File: config.mk
export PLATFORM = sky130hd
export DESIGN_NAME = btod_core
export DESIGN_NICKNAME = d
export VERILOG_FILES = /design/src/hw/btod_pkg.sv /design/src/hw/btod_core.sv
export SDC_FILE = /design/constraint.sdc
export NUM_CORES = 1
export LEC_CHECK = 0
export BUFFER_PORTS_ARGS = -buffer_cell sky130_fd_sc_hd__buf_2
export CORE_MARGIN = 8
export CORE_UTILIZATION = 60
export CTS_CLUSTER_SIZE = 10
export DETAILED_ROUTE_END_ITERATION = 10
export GPL_ROUTABILITY_DRIVEN = 0
export PLACE_DENSITY = 0.78
export SLEW_MARGIN = 0
export SYNTH_ARGS = -nofsm -noshare
export SYNTH_HDL_FRONTEND = slang
export SYNTH_SLANG_ARGS = --single-unit
File: constraint.sdc
create_clock -name clk -period 9.7 [get_ports clk]
set_input_delay 0.97 -clock clk [delete_from_list [all_inputs] [get_ports clk]]
set_output_delay 0.97 -clock clk [all_outputs]
set_load 0.02 [all_outputs]
File: src/hw/btod_pkg.sv
// constants, types and helpers of the byte transfer operand decoder
// assumes one 10 MHz clock and an Avalon-MM register slave in front
`default_nettype none
package btod_pkg;
	localparam logic [4:0] OFS_CMD  = 5'h00;
	localparam logic [4:0] OFS_OPND = 5'h04;
	localparam logic [4:0] OFS_STAT = 5'h08;
	localparam logic [4:0] OFS_EA   = 5'h0C;
	localparam logic [4:0] OFS_GLO  = 5'h10;
	localparam logic [4:0] OFS_GHI  = 5'h14;
	localparam logic [4:0] OFS_CLK  = 5'h18;
	// command word: op [3:0], reg [6:4], pair [9:8], imm [23:16]
	localparam int CMD_REG  = 4;
	localparam int CMD_PAIR = 8;
	localparam int CMD_IMM  = 16;
	// operand word: address [15:0], form [19:16]
	localparam int OPND_FORM = 16;
	// status word flag positions
	localparam int BIT_CARRY     = 0;
	localparam int BIT_AUX_CARRY = 4;
	localparam int BIT_ZERO      = 6;
	localparam logic [7:0] STATUS_WORD_RST = 8'h00;
	localparam logic [2:0] REG_X = 3'h0, REG_A = 3'h1, REG_C = 3'h2, REG_B = 3'h3;
	localparam logic [2:0] REG_E = 3'h4, REG_D = 3'h5, REG_L = 3'h6, REG_H = 3'h7;
	localparam logic [1:0] PAIR_AX = 2'h0, PAIR_BC = 2'h1, PAIR_DE = 2'h2, PAIR_HL = 2'h3;
	localparam logic [15:0] SADDR_LO = 16'hFE20, SADDR_HI = 16'hFF1F;
	localparam logic [15:0] CALL_LO  = 16'h0800, CALL_HI  = 16'h0FFF;
	localparam logic [15:0] TBL_LO   = 16'h0040, TBL_HI   = 16'h007F;
	localparam logic [15:0] SFR_LO   = 16'hFF00;
	localparam logic [15:0] GAP_LO   = 16'hFFD0, GAP_HI   = 16'hFFDF;
	localparam logic [3:0] CYC_RR = 4'h2, CYC_R_IMM = 4'h4, CYC_SW_IMM = 4'h7;
	localparam logic [3:0] CYC_SW_A = 4'h5, CYC_SHORT = 4'h4, CYC_ABS = 4'h8;
	localparam logic [3:0] CYC_HL_BYTE = 4'h8, CYC_HL_REG = 4'h6, CYC_ILL = 4'h1;
	localparam logic [3:0] CYC_LONG_ADD = 4'h1;
	localparam logic [2:0] DIV_RST = 3'h0;
	typedef enum logic [3:0] {
		OP_R_IMM = 4'h0, OP_A_R = 4'h1, OP_R_A = 4'h2, OP_SWAP = 4'h3,
		OP_SW_IMM = 4'h4, OP_A_SW = 4'h5, OP_SW_A = 4'h6, OP_EA = 4'h7,
		OP_SAVE = 4'h8, OP_RESTORE = 4'h9
	} btod_op_t;
	typedef enum logic [3:0] {
		FO_SADDR = 4'h0, FO_SADDRP = 4'h1, FO_ABS = 4'h2, FO_ABSW = 4'h3,
		FO_CALL = 4'h4, FO_TBL = 4'h5, FO_SFR = 4'h6, FO_SFRP = 4'h7,
		FO_IND_RP = 4'h8, FO_HL_BYTE = 4'h9, FO_HL_B = 4'hA, FO_HL_C = 4'hB,
		FO_REL = 4'hC, FO_BIT = 4'hD
	} btod_form_t;
	typedef enum logic [2:0] {
		FM_KEEP = 3'h0, FM_CLR = 3'h1, FM_SET = 3'h2, FM_RES = 3'h3, FM_RESTORE = 3'h4
	} btod_fmode_t;
	typedef enum logic {ST_IDLE = 1'b0, ST_RUN = 1'b1} btod_st_t;

	function automatic logic btod_flag(btod_fmode_t m, logic old, logic res, logic sav);
		unique case (m)
			FM_KEEP:    btod_flag = old;
			FM_CLR:     btod_flag = 1'b0;
			FM_SET:     btod_flag = 1'b1;
			FM_RES:     btod_flag = res;
			FM_RESTORE: btod_flag = sav;
			default:    btod_flag = old;
		endcase
	endfunction : btod_flag

	function automatic logic [7:0] btod_flags(logic [7:0] base, logic [7:0] res,
		logic [7:0] sav, btod_fmode_t m);
		btod_flags = base;
		btod_flags[BIT_ZERO]      = btod_flag(m, base[BIT_ZERO], res[BIT_ZERO], sav[BIT_ZERO]);
		btod_flags[BIT_AUX_CARRY] = btod_flag(m, base[BIT_AUX_CARRY], res[BIT_AUX_CARRY], sav[BIT_AUX_CARRY]);
		btod_flags[BIT_CARRY]     = btod_flag(m, base[BIT_CARRY], res[BIT_CARRY], sav[BIT_CARRY]);
	endfunction : btod_flags
endpackage : btod_pkg
`default_nettype wire

File: src/hw/btod_core.sv
// byte move and swap executor with operand decode, behind an Avalon-MM slave
// assumes a single-clock master; one command at a time, next one stalls
`timescale 1ns/100ps
`default_nettype none
module btod_core import btod_pkg::*; #(
	parameter logic [15:0]  RAM_LO   = 16'hFB00,
	parameter logic [15:0]  RAM_HI   = 16'hFEFF,
	parameter logic [127:0] SFRP_MAP = {128{1'b1}}
) (
	input  wire logic        clk,
	input  wire logic        reset,
	input  wire logic [4:0]  avs_address,
	input  wire logic        avs_read,
	input  wire logic        avs_write,
	input  wire logic [31:0] avs_writedata,
	input  wire logic [3:0]  avs_byteenable,
	output logic      [31:0] avs_readdata,
	output logic             avs_waitrequest
);
	logic [7:0]  gpr [0:7];
	logic [7:0]  next_gpr [0:7];
	logic [7:0]  program_status_word, next_program_status_word, saved, next_saved;
	logic [31:0] cmd, next_cmd, opnd, next_opnd, next_rdata;
	logic [15:0] ea, next_ea;
	logic        fault, next_fault, long_c, next_long, rd_ack, next_rd_ack;
	logic [3:0]  cyc, next_cyc;
	logic [2:0]  div_sel, next_div_sel;
	logic [7:0]  div_cnt, next_div_cnt, div_mask;
	btod_st_t    st, next_st;
	logic        tick, start, f_bad, f_acc, f_long, in_ram;
	logic [15:0] f_ea, addr, pair, hl;
	logic [3:0]  f_cyc;
	logic [2:0]  w_reg;
	logic [1:0]  w_pair;
	logic [7:0]  w_imm, rd_r;
	btod_op_t    w_op;
	btod_form_t  form;

	assign w_op  = btod_op_t'(avs_writedata[3:0]);
	assign w_reg = avs_writedata[CMD_REG +: 3];
	assign w_pair = avs_writedata[CMD_PAIR +: 2];
	assign w_imm = avs_writedata[CMD_IMM +: 8];
	assign addr  = opnd[15:0];
	assign form  = btod_form_t'(opnd[OPND_FORM +: 4]);
	assign rd_r  = gpr[w_reg];
	assign pair  = {gpr[{w_pair, 1'b1}], gpr[{w_pair, 1'b0}]};
	assign hl    = {gpr[REG_H], gpr[REG_L]};
	// a command write is stalled while a command runs, and a read for one cycle; every other access answers
	assign start = avs_write && avs_address == OFS_CMD && st == ST_IDLE;
	assign avs_waitrequest = (avs_read && !rd_ack) ||
		(avs_write && avs_address == OFS_CMD && st != ST_IDLE);
	// processor clock: one tick every 2**div_sel system clocks
	assign div_mask = 8'((9'h001 << div_sel) - 9'h001);
	assign tick     = (div_cnt & div_mask) == div_mask;

	always_comb begin
		f_ea  = addr;
		f_bad = 1'b0;
		f_acc = 1'b1;
		f_cyc = CYC_SHORT;
		unique case (form)
			FO_SADDR, FO_SADDRP: begin
				f_bad = addr < SADDR_LO || addr > SADDR_HI || (form == FO_SADDRP && addr[0]);
			end
			FO_ABS, FO_ABSW: begin
				f_bad = form == FO_ABSW && addr[0];
				f_cyc = CYC_ABS;
			end
			FO_CALL: begin
				f_bad = addr < CALL_LO || addr > CALL_HI;
				f_acc = 1'b0;
			end
			FO_TBL: begin
				f_bad = addr < TBL_LO || addr > TBL_HI || addr[0];
				f_acc = 1'b0;
			end
			FO_SFR, FO_SFRP: begin
				f_bad = addr < SFR_LO || (addr >= GAP_LO && addr <= GAP_HI);
				if (form == FO_SFRP && (addr[0] || !SFRP_MAP[addr[7:1]])) begin
					f_bad = 1'b1;
				end
			end
			FO_IND_RP: f_ea = pair;
			FO_HL_BYTE: begin
				f_ea  = hl + {8'h00, w_imm};
				f_cyc = CYC_HL_BYTE;
			end
			FO_HL_B, FO_HL_C: begin
				f_ea  = hl + {8'h00, gpr[form == FO_HL_B ? REG_B : REG_C]};
				f_cyc = CYC_HL_REG;
			end
			FO_REL: begin
				f_ea  = addr + {{8{w_imm[7]}}, w_imm};
				f_acc = 1'b0;
			end
			FO_BIT: begin
				f_ea  = {8'h00, 8'(9'h001 << w_imm[2:0])};
				f_acc = 1'b0;
			end
			default: f_bad = 1'b1;
		endcase
		in_ram = f_ea >= RAM_LO && f_ea <= RAM_HI && form != FO_SFR && form != FO_SFRP;
		f_long = f_acc && !in_ram;
	end

	always_comb begin
		next_gpr     = gpr;
		next_program_status_word = program_status_word;
		next_saved   = saved;
		next_cmd     = cmd;
		next_opnd    = opnd;
		next_ea      = ea;
		next_fault   = fault;
		next_long    = long_c;
		next_cyc     = cyc;
		next_st      = st;
		next_div_sel = div_sel;
		next_div_cnt = div_cnt + 8'h01;
		next_rd_ack  = avs_read && !rd_ack;
		next_rdata   = avs_readdata;
		if (st == ST_RUN && tick) begin
			next_cyc = cyc - 4'h1;
			if (cyc == 4'h1) begin
				next_st = ST_IDLE;
			end
		end
		if (avs_write && avs_address == OFS_OPND) begin
			for (int i = 0; i < 4; i++) begin
				if (avs_byteenable[i]) begin
					next_opnd[8*i +: 8] = avs_writedata[8*i +: 8];
				end
			end
		end
		if (avs_write && avs_address == OFS_CLK && avs_byteenable[0]) begin
			next_div_sel = avs_writedata[2:0];
		end
		if (start) begin
			next_cmd   = avs_writedata;
			next_fault = 1'b0;
			next_long  = 1'b0;
			next_st    = ST_RUN;
			next_cyc   = CYC_RR;
			unique case (w_op)
				OP_R_IMM: begin
					next_gpr[w_reg] = w_imm;
					next_cyc = CYC_R_IMM;
				end
				OP_A_R: next_gpr[REG_A] = rd_r;
				OP_R_A: next_gpr[w_reg] = gpr[REG_A];
				OP_SWAP: begin
					next_gpr[w_reg] = gpr[REG_A];
					next_gpr[REG_A] = rd_r;
				end
				OP_SW_IMM: begin
					next_program_status_word = btod_flags(w_imm, w_imm, saved, FM_RES);
					next_cyc = CYC_SW_IMM;
				end
				OP_A_SW: begin
					next_gpr[REG_A] = program_status_word;
					next_cyc = CYC_SW_A;
				end
				OP_SW_A: begin
					next_program_status_word = btod_flags(gpr[REG_A], gpr[REG_A], saved, FM_RES);
					next_cyc = CYC_SW_A;
				end
				OP_EA: begin
					next_ea    = f_ea;
					next_fault = f_bad;
					next_long  = f_long;
					next_cyc   = f_cyc + (f_long ? CYC_LONG_ADD : 4'h0);
				end
				OP_SAVE: next_saved = program_status_word;
				OP_RESTORE: begin
					next_program_status_word = btod_flags(program_status_word, program_status_word, saved,
						FM_RESTORE);
				end
				default: begin
					next_fault = 1'b1;
					next_cyc   = CYC_ILL;
				end
			endcase
		end
		if (avs_read && !rd_ack) begin
			unique case (avs_address)
				OFS_CMD:  next_rdata = cmd;
				OFS_OPND: next_rdata = {12'h000, opnd[19:0]};
				OFS_STAT: next_rdata = {8'h00, saved, program_status_word, cyc, 1'b0, long_c, fault, st == ST_RUN};
				OFS_EA:   next_rdata = {16'h0000, ea};
				OFS_GLO:  next_rdata = {gpr[REG_B], gpr[REG_C], gpr[REG_A], gpr[REG_X]};
				OFS_GHI:  next_rdata = {gpr[REG_H], gpr[REG_L], gpr[REG_D], gpr[REG_E]};
				OFS_CLK:  next_rdata = {29'h0, div_sel};
				default:  next_rdata = 32'h0000_0000;
			endcase
		end
	end

	always_ff @(posedge clk) begin
		if (reset) begin
			for (int i = 0; i < 8; i++) begin
				gpr[i] <= 8'h00;
			end
			program_status_word <= STATUS_WORD_RST;
			saved        <= STATUS_WORD_RST;
			cmd          <= 32'h0000_0000;
			opnd         <= 32'h0000_0000;
			ea           <= 16'h0000;
			fault        <= 1'b0;
			long_c       <= 1'b0;
			cyc          <= 4'h0;
			st           <= ST_IDLE;
			div_sel      <= DIV_RST;
			div_cnt      <= 8'h00;
			rd_ack       <= 1'b0;
			avs_readdata <= 32'h0000_0000;
		end else begin
			gpr          <= next_gpr;
			program_status_word <= next_program_status_word;
			saved        <= next_saved;
			cmd          <= next_cmd;
			opnd         <= next_opnd;
			ea           <= next_ea;
			fault        <= next_fault;
			long_c       <= next_long;
			cyc          <= next_cyc;
			st           <= next_st;
			div_sel      <= next_div_sel;
			div_cnt      <= next_div_cnt;
			rd_ack       <= next_rd_ack;
			avs_readdata <= next_rdata;
		end
	end
endmodule : btod_core
`default_nettype wire

==> results.json <==
{
  "status": "completed",
  "power_density_nw_per_um2": 136,
  "htreeDepth": 4,
  "yosysSeqAreaShare": 0.339,
  "finalSetupTns_ns": 0,
  "synth_simple_gate_area_frac": 0.207,
  "clockRootBuffer": "clkbuf_16",
  "synth_fp_nets": 1514,
  "path_common_cell": "nand2_1",
  "ys_top_cells_by_count": "nand2_1, dfxtp_1, nor2_1",
  "synthAdderAreaFrac": 0.0364,
  "min_to": "cmd[2]$_SDFFE_PP0P_",
  "finalNetCount": 1513,
  "finalHoldViolations": 0,
  "p_sw_frac": 0.260,
  "worstPathMaxFanout": 17,
  "min_path_cells": 2,
  "vdd_drop_max_v": 0.000170,
  "synthToLayoutAreaGrowth_pct": 8.57,
  "crit_slowest_cell": "o31ai_1",
  "slew_headroom": 0.237,
  "worstReg2RegEnd": "cyc[0]$_SDFFE_PP0P_",
  "synth.ff_latch_count": 198,
  "initial_utilization": 0.607,
  "drive_above_1_share": 0.124,
  "routedWlPerCell_um": 23.5,
  "yosysTopAreaCell": "dfxtp_1",
  "drv_slew": 0,
  "drt_iter0_drc": 1672,
  "grt_setup_unrepaired": "no",
  "drc": 0,
  "grt_pass1_wl_um": 61800,
  "cap_viol_max_count": 0,
  "fillers": 1619,
  "die_x_um": 156,
  "p_leak_nw": 4.42,
  "synth_top_family_by_area": "compound AO/OA/AOI/OAI gates",
  "r2r_cells": 14,
  "synthMuxAreaShare": 0.120,
  "fp-row-count": 51,
  "whs_ns": 0.456,
  "synth_most_common_cell": "nand2_1",
  "die_h_um": 156,
  "clkLatencyLatePin_ns": 0.45,
  "synth_top_area_frac": 0.339,
  "clockBufferDepth": 2,
  "wirelength_um": 40300,
  "synth_enable_flop_cells": 0,
  "postRouteAntennaNets": 0,
  "finalSetupViolCount": 0,
  "cp-start-kind": "register",
  "worst-slew-pin-transition_ns": 1.14,
  "path_cells": "inv_1 > nor2_1 > nand2_1 > o21ai_0 > ha_1 > and2_1 > a221o_1 > o211ai_1 > nand2_1 > and3_1 > o32ai_1 > xor2_1 > o31ai_1 > a311oi_1",
  "dpl.hpwl_um": 28100,
  "io_buffers": 76,
  "cts_sinks": 198,
  "ctsResizeCount": 0,
  "worstHoldStart": "cmd[2]$_SDFFE_PP0P_",
  "io_pins": 78,
  "dieArea_um2": 24200,
  "antenna_found_initial": 2,
  "startpoint": "opnd[19]$_SDFFE_PP0P_",
  "r2r_slack_ns": 4.84,
  "crit_buf_inv": 1,
  "worst_setup_path_end_kind": "register",
  "core-area_um2": 19300,
  "ys.flop_type": "dfxtp_1",
  "cts_tree": "done",
  "clockPowerShare": 0.446,
  "final.setup_skew_ns": 0.00915,
  "cts_made_buffers": 17,
  "avgSynthCellArea_um2": 8.14,
  "period_share": 0.502,
  "path_class": "reg -> reg",
  "cp.arrival_ns": 5.15,
  "synthArstFlopShare": 0,
  "power.internal_mw": 1.27,
  "synth_compound_area_frac": 0.231,
  "grt_max_degree": 117,
  "sequentialPowerShare": 0.476,
  "grt_pass1_vias": 10746,
  "max_stage_delay_ns": 0.66,
  "syn_inst": 1437,
  "worstPathRequired_ns": 9.99,
  "ys_warn_count": 0,
  "first_pass_iters": 6,
  "synth.area.top_cells": "dfxtp_1, a21oi_1, nand2_1",
  "cp_top_family": "compound AO/OA/AOI/OAI gates",
  "avgViaCountPerCell": 6.84,
  "comb_power_share": 0.078,
  "fmax_mhz": 206,
  "total_power_mw": 1.72,
  "path_clk_slew_ns": 0.08,
  "hp-class": "reg -> reg",
  "globalRouteTotalUtil": 0.329,
  "cts_setup_buffers": 0,
  "antennaDiodeCount": 0,
  "postCtsHoldBufs": 0,
  "fin_crit_ns": 4.86,
  "gr-total-overflow": 0,
  "synth_cell_types": 67,
  "num_vias": 11726,
  "reg2reg_from": "opnd[19]$_SDFFE_PP0P_",
  "p_switching_mw": 0.448,
  "netlist_area_um2": 11700,
  "synthXorXnorAreaFrac": 0.0225
}
-- per-stage QoR --
stage	setup WS, ns	std cells	cell area (um^2)	utilization
after global routing	4.65	1714	12700	0.659
after CTS	5.08	1714	12700	0.659
final	4.84	1714	12700	0.659
after detailed placement	5.07	1682	12100	0.626
after global placement	5.22	1682	12100	0.626
after floorplan	6.02	1437	11700	-
-- state kept, by name (all words and copies together), names as in the netlist --
register and cells:
div_sel 3, avs_readdata 32, program_status_word 8, cyc 4
gpr 64, rd_ack 1, opnd 20, fault 1
st 1, saved 8, long_c 1, ea 16
div_cnt 7, cmd 32
-- worst max-delay path by stage --
| stage | slack, ns | end | cells after the start |
|---|---|---|---|
| detailed placement | 5.07 | cyc[0]$_SDFFE_PP0P_ | 14 |
| finish | 4.84 | cyc[0]$_SDFFE_PP0P_ | 14 |
| global route | 4.65 | cyc[0]$_SDFFE_PP0P_ | 14 |
| floorplan | 6.02 | cyc[0]$_SDFFE_PP0P_ | 14 |
| CTS | 5.08 | cyc[0]$_SDFFE_PP0P_ | 14 |
| global placement | 5.22 | cyc[0]$_SDFFE_PP0P_ | 12 |
-- cells in the final DEF, fill, tap and decap left out, types with 5 or more instances in the layout --
cell       netlist  layout
and3_1          13      13
mux4_2          33      33
a31oi_1          7       7
a311oi_1        12      12
a21oi_1        152     152
o221ai_1        12      12
a21o_1           8       8
buf_4            7      11
nor2b_1         10      10
clkbuf_16        0      17
inv_6            0       5
nand2_1        199     199
and2_1           6       6
nand2b_1        13      13
ha_1            30      30
mux2i_1         62      62
dfxtp_1        198     198
a221oi_1         9       9
nor2_1         182     181
o211ai_1        12      12
a222oi_1        10      10
inv_1           18      18
a22oi_1         42      42
o21ai_0         49      49
or4_1            6       6
xnor2_1         15      15
nand3_1         39      39
or2_2            8       8
nor3_1          27      25
nor2_4           7       7
buf_2            4      75
a211oi_1        57      57
o31ai_1          5       5
o22ai_1         11      11
xor2_1          15      15
-- power by group through the flow --
stage	Combinational, mW	Clock, mW	Sequential [mW]
after floorplan	0.0895	0	0.837
after global placement	0.127	0	0.839
after detailed placement	0.129	0	0.839
after CTS	0.130	0.770	0.820
after global routing	0.143	0.810	0.820
final	0.134	0.769	0.820
-- metal layers --
metal,part of all wire,track usage,vias up
met5,0,0,-
met4,0.068,0.202,0
met3,0.13,0.112,215
met2,0.43,0.480,811
met1,0.37,0.411,5441
li1,-,-,5259
-- area by class of cell --
cell class | count | area [um^2] | area share
Timing Repair Buffer | 87 | 469 | 0.0369
Clock inverter | 14 | 209 | 0.0164
Sequential cell | 198 | 3960 | 0.312
Multi-Input combinational cell | 1114 | 7240 | 0.569
Tap cell | 265 | 332 | 0.0261
Inverter | 18 | 67.6 | 0.00532
Clock buffer | 18 | 429 | 0.0338
-- kinds of logic (layout without fill, tap and decap cells) --
family	Yosys count	in the layout
buf+inv	125	137
xor+xnor	30	30
mux	99	99
compound gates	416	416
fa+ha+maj	33	33
flops	198	198
simple gates	536	536
-- worst reg2reg max path, cell delays in order, from the launching register on --
cell	delay [ns]
dfxtp_1	0.49
inv_1	0.21
nor2_1	0.17
nand2_1	0.39
o21ai_0	0.49
ha_1	0.33
and2_1	0.18
a221o_1	0.31
o211ai_1	0.29
nand2_1	0.21
and3_1	0.25
o32ai_1	0.41
xor2_1	0.12
o31ai_1	0.66
a311oi_1	0.20
No activity file was read; power rests on OpenSTA's default activity.
